## src/verilog/digit_timing_pkg.sv

```systemverilog
package digit_timing_pkg;

  // Phase and slot structure
  localparam int          PHASES_PER_SLOT = 4;
  localparam logic [3:0]  PHASE_RESET     = 4'h1;   // Phase 1 after reset
  localparam int          OUT_PHASE       = 0;      // Phase n, bit visible at amplifier output
  localparam int          GATE_PHASE      = 3;      // Phase n-1, gate inputs act here
  localparam int          BLEND_PHASE     = 1;      // Phase after the ring outputs, digit pulse is out

  // Loop lengths in slots
  localparam int          STORE_SLOTS     = 8;
  localparam int          FLOP_SLOTS      = 1;
  localparam int          LONG_SHORT      = 11;
  localparam int          LONG_NOMINAL    = 12;
  localparam int          LONG_EXTENDED   = 13;

  // Countdown rings and word period
  localparam int          RING_A_SLOTS    = 3;
  localparam int          RING_B_SLOTS    = 4;
  localparam int          WORD_SLOTS      = 12;
  localparam int          DIGIT_W         = 4;
  localparam logic [3:0]  DIGIT_NONE      = 4'h0;

  // Entry buffer in front of the long loop
  localparam int          ENTRY_DEPTH     = 8;

  // Write and inhibit lines of a simple storage loop
  typedef struct packed {
    logic write;
    logic inhibit;
  } loop_ctl_t;

  // Gate terms of the example dynamic flip-flop
  typedef struct packed {
    logic t;
    logic s;
    logic r;
    logic b;
    logic a;
    logic e;
    logic d;
  } flop_terms_t;

  // Control lines of the long loop
  typedef struct packed {
    logic write;
    logic erase;
    logic lengthen;
    logic shorten;
  } long_ctl_t;

  // Buffered entry: bit written during the slot of the named digit
  typedef struct packed {
    logic [3:0] digit;
    logic       value;
  } long_entry_t;

  localparam int          ENTRY_W         = $bits(long_entry_t);

endpackage : digit_timing_pkg

```

## src/verilog/entry_fifo.sv

```systemverilog
`timescale 1ns/10ps

module entry_fifo #(
  parameter int WIDTH = 5,
  parameter int DEPTH = 8
) (
  input  wire logic             clk_in,
  input  wire logic             sys_rst_in,
  input  wire logic             clk_en_in,
  input  wire logic             wr_valid_in,
  input  wire logic [WIDTH-1:0] wr_data_in,
  output logic                  wr_ready_out,
  output logic                  rd_valid_out,
  output logic [WIDTH-1:0]      rd_data_out,
  input  wire logic             rd_ready_in
);

  localparam int AW = $clog2(DEPTH);

  logic [WIDTH-1:0] mem [DEPTH];
  logic [AW:0]      wr_ptr;
  logic [AW:0]      rd_ptr;
  logic [AW:0]      next_wr_ptr;
  logic [AW:0]      next_rd_ptr;
  logic             full;
  logic             empty;
  logic             push;
  logic             pop;

  // Extra pointer bit separates full from empty
  always_comb
  begin
    full         = (wr_ptr[AW] != rd_ptr[AW]) && (wr_ptr[AW-1:0] == rd_ptr[AW-1:0]);
    empty        = (wr_ptr == rd_ptr);
    wr_ready_out = ~full;
    rd_valid_out = ~empty;
    rd_data_out  = mem[rd_ptr[AW-1:0]];
    push         = clk_en_in & wr_valid_in & ~full;
    pop          = clk_en_in & rd_ready_in & ~empty;
    next_wr_ptr  = push ? wr_ptr + 1'b1 : wr_ptr;
    next_rd_ptr  = pop ? rd_ptr + 1'b1 : rd_ptr;
  end

  // Pointer registers
  always_ff @(posedge clk_in)
  begin
    if (sys_rst_in)
    begin
      wr_ptr <= '0;
      rd_ptr <= '0;
    end
    else
    begin
      wr_ptr <= next_wr_ptr;
      rd_ptr <= next_rd_ptr;
    end
  end

  // Storage, written only on an accepted push
  always_ff @(posedge clk_in)
  begin
    if (push)
    begin
      mem[wr_ptr[AW-1:0]] <= wr_data_in;
    end
  end

endmodule : entry_fifo

```

## src/verilog/serial_digit_timing_generator.sv

```systemverilog
`timescale 1ns/10ps

module serial_digit_timing_generator (
  input  wire logic                            clk_in,
  input  wire logic                            sys_rst_in,
  input  wire logic                            clk_en_in,
  input  wire digit_timing_pkg::loop_ctl_t     store_ctl_in,
  output logic                                 store_out,
  input  wire digit_timing_pkg::flop_terms_t   flop_terms_in,
  output logic                                 flop_out,
  input  wire digit_timing_pkg::long_ctl_t     long_ctl_in,
  input  wire logic                            entry_valid_in,
  input  wire digit_timing_pkg::long_entry_t   entry_in,
  output logic                                 entry_ready_out,
  output logic                                 long_out,
  output logic [3:0]                           phase_tick_out,
  output logic [2:0]                           ring_a_out,
  output logic [3:0]                           ring_b_out,
  output logic [11:0]                          digit_out,
  output logic [3:0]                           digit_num_out
);

  localparam int STORE_LEN = digit_timing_pkg::STORE_SLOTS * digit_timing_pkg::PHASES_PER_SLOT - 1;
  localparam int FLOP_LEN  = digit_timing_pkg::FLOP_SLOTS * digit_timing_pkg::PHASES_PER_SLOT - 1;
  localparam int LONG_LEN  = digit_timing_pkg::LONG_EXTENDED * digit_timing_pkg::PHASES_PER_SLOT - 1;
  localparam int A_LEN     = digit_timing_pkg::RING_A_SLOTS * digit_timing_pkg::PHASES_PER_SLOT;
  localparam int B_LEN     = digit_timing_pkg::RING_B_SLOTS * digit_timing_pkg::PHASES_PER_SLOT;

  // Delay-line tap that closes the long loop at the chosen length in slots
  function automatic int long_tap(input logic lengthen, input logic shorten);
    int slots;
    slots = digit_timing_pkg::LONG_NOMINAL;
    if (lengthen && !shorten)
    begin
      slots = digit_timing_pkg::LONG_EXTENDED;
    end
    else if (shorten && !lengthen)
    begin
      slots = digit_timing_pkg::LONG_SHORT;
    end
    return slots * digit_timing_pkg::PHASES_PER_SLOT - 2;
  endfunction : long_tap

  // Ring output index (1-based) for a residue, zero residue selecting the last
  function automatic int ring_sel(input int j, input int modulus);
    int res;
    res = j % modulus;
    return (res == 0) ? modulus : res;
  endfunction : ring_sel

  // Recirculating gate: keep unless inhibited, then OR in the new bit
  function automatic logic loop_gate(input logic recirc, input logic inhibit_neg, input logic write);
    return (recirc & inhibit_neg) | write;
  endfunction : loop_gate

  logic [3:0]              phase_tick;
  logic [3:0]              next_phase_tick;
  logic                    gate_time;

  logic                    store_amp;
  logic [STORE_LEN-1:0]    store_line;
  logic                    next_store_amp;
  logic [STORE_LEN-1:0]    next_store_line;

  logic                    flop_amp;
  logic [FLOP_LEN-1:0]     flop_line;
  logic                    next_flop_amp;
  logic [FLOP_LEN-1:0]     next_flop_line;
  logic                    flop_set;
  logic                    flop_reset;

  logic                    long_amp;
  logic [LONG_LEN-1:0]     long_line;
  logic                    next_long_amp;
  logic [LONG_LEN-1:0]     next_long_line;
  logic                    long_recirc;

  logic [A_LEN-1:0]        a_line;
  logic [B_LEN-1:0]        b_line;
  logic [A_LEN-1:0]        next_a_line;
  logic [B_LEN-1:0]        next_b_line;
  logic [2:0]              ring_a;
  logic [3:0]              ring_b;
  logic [2:0]              ring_a_neg;
  logic [3:0]              ring_b_neg;

  logic [11:0]             digit;
  logic [11:0]             next_digit;
  logic [3:0]              digit_num;
  logic [3:0]              next_digit_num;

  digit_timing_pkg::long_entry_t entry_head;
  logic                    entry_head_valid;
  logic                    entry_take;
  logic                    entry_write;

  // Entry buffer for bits aimed at a digit slot of the long loop
  entry_fifo #(
    .WIDTH (digit_timing_pkg::ENTRY_W),
    .DEPTH (digit_timing_pkg::ENTRY_DEPTH)
  ) u_entry_fifo (
    .clk_in       (clk_in),
    .sys_rst_in   (sys_rst_in),
    .clk_en_in    (clk_en_in),
    .wr_valid_in  (entry_valid_in),
    .wr_data_in   (entry_in),
    .wr_ready_out (entry_ready_out),
    .rd_valid_out (entry_head_valid),
    .rd_data_out  (entry_head),
    .rd_ready_in  (entry_take)
  );

  // Four-phase clock ring, one cycle per phase
  always_comb
  begin
    next_phase_tick = phase_tick;
    if (clk_en_in)
    begin
      next_phase_tick = {phase_tick[2:0], phase_tick[3]};
    end
    gate_time = phase_tick[digit_timing_pkg::GATE_PHASE];
  end

  always_ff @(posedge clk_in)
  begin
    if (sys_rst_in)
    begin
      phase_tick <= digit_timing_pkg::PHASE_RESET;
    end
    else
    begin
      phase_tick <= next_phase_tick;
    end
  end

  // Basic storage loop: gate, amplifier register, delay line
  always_comb
  begin
    next_store_amp  = store_amp;
    next_store_line = store_line;
    if (clk_en_in)
    begin
      next_store_amp  = loop_gate(store_line[STORE_LEN-1],
                                  ~(gate_time & store_ctl_in.inhibit),
                                  gate_time & store_ctl_in.write);
      next_store_line = {store_line[STORE_LEN-2:0], store_amp};
    end
  end

  always_ff @(posedge clk_in)
  begin
    if (sys_rst_in)
    begin
      store_amp  <= 1'b0;
      store_line <= '0;
    end
    else
    begin
      store_amp  <= next_store_amp;
      store_line <= next_store_line;
    end
  end

  // Example dynamic flip-flop, one slot around
  always_comb
  begin
    flop_set       = (flop_terms_in.t & flop_terms_in.s & flop_terms_in.r)
                   | (flop_terms_in.b & ~flop_terms_in.a);
    flop_reset     = ~flop_terms_in.e | flop_terms_in.d;
    next_flop_amp  = flop_amp;
    next_flop_line = flop_line;
    if (clk_en_in)
    begin
      next_flop_amp  = loop_gate(flop_line[FLOP_LEN-1],
                                 ~(gate_time & flop_reset),
                                 gate_time & flop_set);
      next_flop_line = {flop_line[FLOP_LEN-2:0], flop_amp};
    end
  end

  always_ff @(posedge clk_in)
  begin
    if (sys_rst_in)
    begin
      flop_amp  <= 1'b0;
      flop_line <= '0;
    end
    else
    begin
      flop_amp  <= next_flop_amp;
      flop_line <= next_flop_line;
    end
  end

  // Buffered entry lands in the slot whose digit number matches
  always_comb
  begin
    entry_write = gate_time & entry_head_valid & (entry_head.digit == digit_num)
                & (digit_num != digit_timing_pkg::DIGIT_NONE);  // Digit zero never drains
    entry_take  = entry_write;
  end

  // Long loop with selectable length, entry gate and erase line
  always_comb
  begin
    long_recirc    = long_line[long_tap(long_ctl_in.lengthen, long_ctl_in.shorten)];
    next_long_amp  = long_amp;
    next_long_line = long_line;
    if (clk_en_in)
    begin
      next_long_amp  = loop_gate(long_recirc,
                                 ~entry_write,
                                 gate_time & (long_ctl_in.write | (entry_write & entry_head.value)));
      next_long_line = {long_line[LONG_LEN-2:1],
                        long_line[0] & ~long_ctl_in.erase,
                        long_amp};
    end
  end

  always_ff @(posedge clk_in)
  begin
    if (sys_rst_in)
    begin
      long_amp  <= 1'b0;
      long_line <= '0;
    end
    else
    begin
      long_amp  <= next_long_amp;
      long_line <= next_long_line;
    end
  end

  // Ring taps; positive outputs feed blenders, inverted ones feed inhibits
  always_comb
  begin
    for (int i = 0; i < 3; i++)
    begin
      ring_a[i] = a_line[i * digit_timing_pkg::PHASES_PER_SLOT];
    end
    for (int i = 0; i < 4; i++)
    begin
      ring_b[i] = b_line[i * digit_timing_pkg::PHASES_PER_SLOT];
    end
    ring_a_neg = ~{a_line[11], a_line[7], a_line[3]};
    ring_b_neg = ~{b_line[15], b_line[11], b_line[7], b_line[3]};
  end

  // Countdown rings: entry gate passes unless a delayed earlier output is present
  always_comb
  begin
    next_a_line = a_line;
    next_b_line = b_line;
    if (clk_en_in)
    begin
      next_a_line = {a_line[A_LEN-2:0],
                     gate_time & ring_a_neg[0] & ring_a_neg[1]};
      next_b_line = {b_line[B_LEN-2:0],
                     gate_time & ring_b_neg[0] & ring_b_neg[1] & ring_b_neg[2]};
    end
  end

  always_ff @(posedge clk_in)
  begin
    if (sys_rst_in)
    begin
      a_line <= '0;
      b_line <= '0;
    end
    else
    begin
      a_line <= next_a_line;
      b_line <= next_b_line;
    end
  end

  // Blenders: one AND per digit, plus the running digit number
  always_comb
  begin
    next_digit     = digit;
    next_digit_num = digit_num;
    if (clk_en_in)
    begin
      for (int j = 1; j <= digit_timing_pkg::WORD_SLOTS; j++)
      begin
        next_digit[j-1] = ring_a[ring_sel(j, digit_timing_pkg::RING_A_SLOTS) - 1]
                        & ring_b[ring_sel(j, digit_timing_pkg::RING_B_SLOTS) - 1];
      end
      for (int j = 1; j <= digit_timing_pkg::WORD_SLOTS; j++)
      begin
        if (digit[j-1])
        begin
          next_digit_num = 4'(j);
        end
      end
    end
  end

  always_ff @(posedge clk_in)
  begin
    if (sys_rst_in)
    begin
      digit     <= '0;
      digit_num <= digit_timing_pkg::DIGIT_NONE;
    end
    else
    begin
      digit     <= next_digit;
      digit_num <= next_digit_num;
    end
  end

  // Outputs straight from the phase ring, amplifier, ring line and blender registers
  always_comb
  begin
    phase_tick_out = phase_tick;
    store_out      = store_amp;
    flop_out       = flop_amp;
    long_out       = long_amp;
    ring_a_out     = ring_a;
    ring_b_out     = ring_b;
    digit_out      = digit;
    digit_num_out  = digit_num;
  end

endmodule : serial_digit_timing_generator

```

## config.mk

```make
export PLATFORM = sky130hd
export DESIGN_NAME = serial_digit_timing_generator
export DESIGN_NICKNAME = d
export VERILOG_FILES = /design/src/verilog/digit_timing_pkg.sv /design/src/verilog/entry_fifo.sv /design/src/verilog/serial_digit_timing_generator.sv
export SDC_FILE = /design/constraint.sdc
export NUM_CORES = 1
export LEC_CHECK = 0
export CAP_MARGIN = 20
export CORE_ASPECT_RATIO = 0.5
export CORE_MARGIN = 2
export CORE_UTILIZATION = 55
export DETAILED_ROUTE_END_ITERATION = 6
export DONT_BUFFER_PORTS = 1
export PLACE_DENSITY_LB_ADDON = 0.25
export SLEW_MARGIN = 20
export SYNTH_ARGS = -nofsm -noshare
export SYNTH_HDL_FRONTEND = slang
export SYNTH_SLANG_ARGS = --single-unit
```

## constraint.sdc

```tcl
create_clock -name clk_in -period 3.44 [get_ports clk_in]
set_clock_uncertainty 0.15 [all_clocks]
set_input_delay 0.344 -clock clk_in [delete_from_list [all_inputs] [get_ports clk_in]]
set_output_delay 0.344 -clock clk_in [all_outputs]
set_load 0.1 [all_outputs]
```

Word level (Yosys, flattened, before mapping)
Memories as Yosys holds them, arrays and structs flattened. A register that Yosys moved wholly into a read port is not among the register bits.
Index checks and enable logic that the tools add are counted.
- $add $sub $neg: 3
- multiply operators: 0
- div/mod/pow operators: 0
- $lt $le $gt $ge: 1
- eq/ne operators: 4
- shift operators: 0
- multiplexer cells: 21
- bitwise operators: 53
- reductions and logical operators: 8
- operators with widths (cell ; number):
    2-to-1 mux 4 bit ; 12
    bitwise AND 1 bit ; 37
    < comparator 32 x 8 -> 1 bit, second input constant ; 1
    subtractor 32 x 3 -> 32 bit, second input constant ; 1
    2-to-1 mux 3 bit ; 4
    nonzero test 12 bit ; 1
    adder 4 x 1 -> 4 bit, second input constant ; 2
    equality test 4 bit ; 2
    NOT 1 bit ; 8
    binary-select mux 1 bit (select 6 bit) ; 1
    bitwise OR 1 bit ; 6
    2-to-1 mux 1 bit ; 4
    nonzero test 4 bit ; 1
    equality test 3 bit ; 1
    logical AND 1 bit ; 3
    NOT 3 bit ; 1
    zero test 1 bit ; 2
    NOT 2 bit ; 1
    AND reduction 2 bit ; 1
    inequality test 1 bit ; 1
- register bits after elaboration: 138
- latch bits: 0
- memory bits (writable): 40
- bits in read-only memories: 0
- input port bits: 22
- output and inout port bits: 31
- logic and storage cells: 104
- memories kept: 1
- memory list (name ; depth ; width ; read ports ; clocked after Yosys merged registers in ; write ports ; line ; text):
    u_entry_fifo.mem ; 8 ; 5 ; 1 ; 1 ; 1 ; entry_fifo.sv:20 ; logic [WIDTH-1:0] mem [DEPTH];

Logic depth before layout (Yosys ltp)
Gate-level depths: netlist of the first run.
- depth after elaboration: 12
- depth in mapped cells: 9
- depth with buffers taken out: 7

By module
A second synthesis of the first run with hierarchy kept.
- cell total of the unflattened synthesis: 639
- area, all modules: 7145.6 um^2
- modules (own cells, without submodules) (module ; times used ; cells an instance ; area each (um^2) ; sequential area each (um^2)):
    serial_digit_timing_generator ; 1 ; 504 ; 5024.8 ; 2602.5
    entry_fifo ; 1 ; 135 ; 2120.8 ; 1421.4

Worst setup path after synthesis of the first run
No wires, ideal clock.
- path kind: register to register
- from: register with a tool-made name
- to: register with a tool-made name
- setup time: 0.121 ns
- arrival: 2.567 ns
- data required time: 3.169 ns
- slack: 0.602 ns
- cell stages (with the launch flop): 10
- clock period less this slack: 2.838 ns
- path through: dfxtp_1 buf_6 buf_12 mux2i_1 mux4_1 xnor2_1 or4_1 buf_2 nor2_1 mux2_2

==> key figures, run 1 <==
Status
  – Outcome: finished clean

Detailed routing
  – Final antenna-violating net count: 0
  – Final wirelength: 13300 µm
  – Wire per inst: 15.6 µm
  – Residual DRC: 0
  – Vias/cell: 5.32
  – Initial drt markers: 348
  – Vias: 4547
  – Pre-antenna DRT Iters: 5

STA
  – Min Hold Slack: 0.0550 ns
  – Min Tclk post-route: 2.99 ns
  – Max-slew headroom: 23.2%
  – Unrepaired setup endpoints after global routing: false
  – Fin Setup TNS: 0 ns
  – Fin crit share: just under 90%
  – Fmax: 334 MHz
  – Final setup fails: 0
  – Slew Viols, Final: 0
  – Final Hold Violating Endpoints: 0
  – Slew @ Worst Pin: 1.15 ns

Global route
  – Grt total ovfl: 0
  – Largest net degree at the start of global routing: 138
  – First-pass GRT wire length: 22200 µm
  – Via count of the first global-routing pass: ~4.4k
  – Initial antenna violation count: 0
  – GRT Total Usage: 20.5%

CTS
  – Setup repair bufs after CTS: 0
  – CTS buffer count: 17
  – Clock Latency Late Sink: 0.42 ns
  – CTS clk-pin slew, worst paths: approximately 0.07 ns
  – Clock tree buffer depth: 2
  – TritonCTS clock tree: yes
  – Root buffer cell: clkbuf_16
  – # clock sinks: 181
  – # H-tree levels: 4

Setup path
  – Setup crit start kind: flop
  – WP data required: 3.60 ns
  – Kind of critical path: reg2reg
  – Worst EP arrival: 3.15 ns
  – CP max FO: 16
  – CP Capture Type: flop

Flow run
  – Number of max-cap violations: 0

Floorplan
  – Die width: about 160 µm
  – Starting Density: 56.1%
  – Core box area: 12600 µm²
  – Die Height: 84.1 µm
  – Die area: 13800 µm²
  – I/O pin total: 53
  – Num rows: 29

Power and ir drop
  – Clk pwr share: 46.0%
  – Sw Pwr: 935 µW
  – Cell Int Power: 3.43 mW
  – Pwr dens: 524 nW/µm²
  – Sequential power share: 50.8%
  – Net Sw Frac: 21.4%
  – Comb pwr share: between 3 and 4%
  – Worst vdd ir: 0.302 mV
  – P_leak: 3.19 nW

Synthesis
  – Syn_nets: 657
  – Synth Area in Simple Gates: 12.0%
  – Post-synth top area share: 40.0%
  – Main combinational cell family by area after synthesis: multiplexers
  – Top-count cell post-synth: dfxtp_1
  – Yosys reg bits: roughly 180
  – Synth cell types: 41
  – Post-Syn Area per Cell: ~11 µm²
  – Largest area contributor in the netlist: dfxtp_1
  – Register area share after synthesis: 57.0%
  – Predominant post-synthesis flop cell: dfxtp_1
  – Post-Syn Area: 7060 µm²
  – EDFF count, synth: 40
  – Mapped Cells: between 600 and 700
  – Top post-synthesis cells by count: dfxtp_1 (141), nor2_1 (131), mux2i_1 (124)
  – Synth Area in Compound Gates: 3.40%
  – Synth Area in Adders: 1.06%
  – Xor/xnor cell area share of the yosys netlist: under 10%
  – Mux contribution to synthesized area: roughly a fifth
  – Synth warnings: 0
  – Async SR Flop Fraction: 0%
  – Top cells by area, synth: dfxtp_1 (40%), mux2i_1 (18%), edfxtp_1 (17%)

Layout
  – Post-route cell area: 8340 µm²
  – Syn-to-layout area delta: 18.1%
  – Layout Cells excl Fill: 854
  – Final Net Count: 699
  – Layout cells sized above 1: under 10%
  – Core Util, Final: roughly two thirds
  – Antenna diodes: 0

Placed design
  – GP Congestion: 0.794
  – Port Buffers: 0
  – Placed Instances: 772
  – DP Area: 7160 µm²
  – Detailed-placement wirelength estimate: 7630 µm

Worst hold path
  – Hold Path Class: in2reg
[placed cells by master (no fill, tap or decap), types with 4 or more instances in the layout]
cell type,n
mux2i_1,124
dlygate4sd3_1,46
mux4_2,4
mux4_1,5
clkbuf_16,17
nor2_1,131
dfxtp_1,140
a21oi_1,26
buf_4,17
inv_1,7
clkinv_4,4
edfxtp_1,40
or4_1,6
xnor2_1,9
nor3_1,6
nand2b_1,6
ha_1,6
mux2_2,4
nand3_1,15
nand2_1,27
[per-stage QoR]
stage	worst slack, ns	total power, mW
2_1_floorplan	0.602	2.38
3_3_place_gp	0.537	2.33
3_5_place_dp	0.468	2.34
4_1_cts	0.460	4.40
5_1_grt	0.322	4.52
6_report	0.448	4.37
[flip-flops by register name, summed over array words and instances (netlist names), named ones only]
| name | count |
|---|---|
| long_line | 51 |
| u_entry_fifo.mem | 40 |
| store_line | 31 |
| b_line | 13 |
| digit_out | 12 |
| a_line | 9 |
| digit_num_out | 4 |
| phase_tick_out | 4 |
| u_entry_fifo.rd_ptr | 4 |
| u_entry_fifo.wr_ptr | 4 |
| flop_line | 3 |
| flop_out | 1 |
| long_out | 1 |
| store_out | 1 |
[repair_timing]
action / in CTS / in global routing
endpoints found under the setup margin: 0 / 0
resized for setup: 0 / 0
hold endpoints to repair: 177 / 0
hold buffers: 48 / 0
[power by group through the flow]
| stage | logic (mW) | clock network (mW) | registers [mW] |
|---|---|---|---|
| finish | 0.143 | 2.01 | 2.22 |
| global route | 0.157 | 2.15 | 2.22 |
| CTS | 0.145 | 2.04 | 2.22 |
| detailed placement | 0.0723 | 0 | 2.27 |
| global placement | 0.0703 | 0 | 2.26 |
| floorplan | 0.118 | 0 | 2.26 |
[cell families (layout without fill, tap and decap cells)]
kind of cell,count (synthesis),count (layout)
multiplexers,137,137
AO/OA/AOI/OAI,41,41
adder cells (fa/ha/maj),6,6
XOR/XNOR,11,11
buffers and inverters,52,107
AND/OR/NAND/NOR,201,201
flip-flops,181,181
[worst max-delay path, cell delays in order (launching register included)]
cell     delay [ns]
dfxtp_1        0.31
buf_4          0.25
mux2i_1        0.11
mux4_1         0.52
xnor2_1        0.13
or4_1          0.66
nor2_1         0.36
mux2_2         0.38
[final timing paths]
kind / startpoint / endpoint / slack [ns] / cells past startpoint
hold / removal: clk_en_in / phase_tick_out[0] / 0.05 / 2
setup reg to reg: flop / u_entry_fifo.rd_ptr[0] / 0.45 / 7
setup / recovery: flop / u_entry_fifo.rd_ptr[0] / 0.45 / 7
hold reg to reg: long_line[9] / long_line[9] / 0.34 / 2
[final cells by class]
type                    instances  area, µm²
clock buffers                  19        453
clock inverters                13        170
fillers                       930       4250
inverters                       8       30.0
multi-input cells             396       2770
flip-flops and latches        181       4030
well taps                     170        213
repair buffers                 67        682
[per-layer routing]
metal | routed length [µm] | global-route usage (%)
met5 | 0 | 0
met4 | 254 | 7.89
met3 | 402 | 4.74
met2 | 6330 | 33.4
met1 | 6320 | 27.0
Note: power is estimated with default switching activity, not from simulation.
==> run 2: changes to the inputs <==
--- a/config.mk
+++ b/config.mk
@@ -8,11 +8,10 @@
 export CAP_MARGIN = 20
 export CORE_ASPECT_RATIO = 0.5
 export CORE_MARGIN = 2
-export CORE_UTILIZATION = 55
+export CORE_UTILIZATION = 45
 export DETAILED_ROUTE_END_ITERATION = 6
 export DONT_BUFFER_PORTS = 1
 export PLACE_DENSITY_LB_ADDON = 0.25
-export SLEW_MARGIN = 20
 export SYNTH_ARGS = -nofsm -noshare
 export SYNTH_HDL_FRONTEND = slang
 export SYNTH_SLANG_ARGS = --single-unit
==> run 2 against run 1 <==
First-iteration DRC count grew 6.9%. Combinational power is essentially flat. Non-clock buffer count down 2. Highest routed layer unchanged. Setup slack improved by 0.00093 ns. Largest cell class unchanged. Global-route usage down 3.9 points. Via count is 1.9% lower. Die area up 21%.
==> key figures, run 2 (same netlist as run 1, synthesis figures left out) <==
Power and ir drop
  – Comb pwr share: 3.3% (about the same)
  – Sw Pwr: 932 µW (was 935 µW)
  – Cell Int Power: 3.32 mW (was 3.43 mW)
  – Worst vdd ir: 0.290 mV (was 0.302 mV)
  – Sequential power share: 52.2% (was 50.8%)
  – Clk pwr share: 44.5% (was 46.0%)
  – Pwr dens: 512 nW/µm² (was 524 nW/µm²)
  – Net Sw Frac: 21.9% (was 21.4%)
  – P_leak: 3.16 nW (was 3.19 nW)

Layout
  – Layout cells sized above 1: 8.80% (was 9.21%)
  – Layout Cells excl Fill: 886 (was 854)
  – Commonest cells after routing, fill and taps aside: dfxtp_1 (141), nor2_1 (131), mux2i_1 (124) (was dfxtp_1 (140), nor2_1 (131), mux2i_1 (124))
  – Post-route cell area: 8300 µm² (was 8340 µm²)
  – Largest Register: long_line (unchanged)
  – # fillers: 1329 (was 930)
  – Syn-to-layout area delta: 17.4% (was 18.1%)
  – Max reg flops: 51 (unchanged)
  – Commonest non-fill, non-tap cell in the layout: dfxtp_1 (unchanged)
  – Antenna diodes: 0 (unchanged)
  – Final Net Count: 697 (was 699)
  – Area of the multi-input gates: 2770 µm² (unchanged)
  – Register Area: 4020 µm² (was 4030 µm²)

CTS
  – # H-tree levels: 4 (unchanged)
  – CTS resizes: 0 (unchanged)
  – Clock tree buffer depth: 2 (unchanged)
  – Root buffer cell: clkbuf_16 (unchanged)
  – TritonCTS clock tree: yes (unchanged)
  – CTS buffer count: 17 (unchanged)
  – # clock sinks: 181 (unchanged)
  – CTS clk-pin slew, worst paths: 0.06 ns (was 0.07 ns)
  – Clock Latency Late Sink: 0.42 ns (about the same)

Setup path
  – CP Capture Type: flop (unchanged)
  – Worst EP arrival: 3.14 ns (was 3.15 ns)
  – Kind of critical path: reg2reg (unchanged)
  – WP data required: 3.59 ns (was 3.60 ns)
  – CP max FO: 16 (unchanged)
  – Setup crit start kind: flop (unchanged)

Detailed routing
  – Residual DRC: 0 (unchanged)
  – Vias/cell: 5.03 (was 5.32)
  – Final antenna-violating net count: 0 (unchanged)
  – Wire per inst: 15.0 µm (was 15.6 µm)
  – Final wirelength: 13300 µm (about the same)
  – Pre-antenna DRT Iters: 4 (was 5)
  – Vias: 4459 (was 4547)
  – Initial drt markers: 372 (was 348)

Flow run
  – Number of max-cap violations: 0 (unchanged)

Global route
  – Grt total ovfl: 0 (unchanged)
  – Initial antenna violation count: 0 (unchanged)
  – Via count of the first global-routing pass: 4311 (was 4414)
  – First-pass GRT wire length: 22100 µm (was 22200 µm)
  – Largest net degree at the start of global routing: 141 (was 138)
  – GRT Total Usage: 16.7% (was 20.5%)

STA
  – Min Tclk post-route: 2.99 ns (about the same)
  – Fin Setup TNS: 0 ns (unchanged)
  – Slew @ Worst Pin: 1.15 ns (about the same)
  – Fmax: 334 MHz (about the same)
  – Final setup fails: 0 (unchanged)
  – Fin crit share: 87.0% (about the same)
  – Slew Viols, Final: 0 (unchanged)
  – Max-slew headroom: 22.9% (was 23.2%)
  – Unrepaired setup endpoints after global routing: false (unchanged)
  – Final Hold Violating Endpoints: 0 (unchanged)

Floorplan
  – I/O pin total: 53 (unchanged)
  – Die width: 181 µm (was 164 µm)
  – Core box area: 15400 µm² (was 12600 µm²)
  – Die area: 16800 µm² (was 13800 µm²)
  – Num rows: 32 (was 29)
  – Die Height: 92.6 µm (was 84.1 µm)
  – Starting Density: 45.9% (was 56.1%)

Placed design
  – GP Congestion: 0.777 (was 0.794)
  – Placed Instances: 808 (was 772)
  – DP Area: 7220 µm² (was 7160 µm²)
  – Detailed-placement wirelength estimate: 7740 µm (was 7630 µm)
  – Port Buffers: 0 (unchanged)

Status
  – Outcome: finished clean (unchanged)

Worst hold path
  – Hold Path Class: in2reg (unchanged)
## run 2: cell count changes in the layout (fill, tap and decap cells not counted), sizes merged
cell         before  now
bufinv            3    2
clkinvlp          1    2
clkbuf           19   18
inv              11   10
clkinv            6    8
dlygate4sd3      46   44
## run 2: path summary, 6_finish.rpt
| path | slack, ns | startpoint | end | cells past startpoint |
|---|---|---|---|---|
| worst max register to register | 0.45 | flop | flop | 7 |
| worst min register to register | 0.34 | long_line[1] | long_line[1] | 2 |
| worst max-delay path | 0.45 | flop | flop | 7 |
| worst min-delay path | 0.05 | clk_en_in | long_out | 2 |
## run 2: metal layers
| metal | track usage (%) | share of wire [%] | vias to the layer above |
|---|---|---|---|
| met5 | 0 | 0 | - |
| met4 | 5.35 | 0.98 | 0 |
| met3 | 3.81 | 3.3 | 13 |
| met2 | 27.2 | 47 | 58 |
| met1 | 22.1 | 49 | 2124 |
| li1 | - | - | 2264 |
## run 2: cell type report
| type | instances | share of cell area (%) |
|---|---|---|
| inverter | 8 | 0.362 |
| clock buffer | 18 | 5.17 |
| multi-input combinational | 396 | 33.4 |
| tap | 204 | 3.08 |
| sequential | 181 | 48.5 |
| clock inverter | 14 | 1.83 |
| timing repair buffer | 65 | 7.69 |
## run 2: what timing repair did
action                     4_1_cts  5_1_grt
hold buffers                    46        0
setup buffers                    0        0
setup endpoints to repair        0        0
hold endpoints to repair       179        0
## run 2: stage by stage
| step | power [mW] | hold slack [ns] | utilization (%) | setup slack, ns |
|---|---|---|---|---|
| finish | 4.25 | 0.0470 | 54.0 | 0.449 |
| global route | 4.40 | 0.0219 | 54.0 | 0.317 |
| CTS | 4.30 | 0.0123 | 54.0 | 0.427 |
| detailed placement | 2.34 | 0.275 | 47.0 | 0.445 |
| global placement | 2.34 | 0.275 | 47.0 | 0.507 |
| floorplan | 2.38 | 0.293 | - | 0.602 |
## run 2: worst max-delay path, cell delays in order (launching register included)
cell	delay, ns
dfxtp_1	0.31
buf_4	0.26
mux2i_1	0.11
mux4_1	0.54
xnor2_1	0.14
or4_1	0.64
nor2_1	0.35
mux2_2	0.38
## run 2: power by group through the flow
stage	clock, mW	sequential, mW	combinational [mW]
4_1_cts	1.94	2.22	0.143
5_1_grt	2.03	2.22	0.155
3_5_place_dp	0	2.26	0.0724
2_1_floorplan	0	2.26	0.118
6_report	1.89	2.22	0.141
3_3_place_gp	0	2.26	0.0715
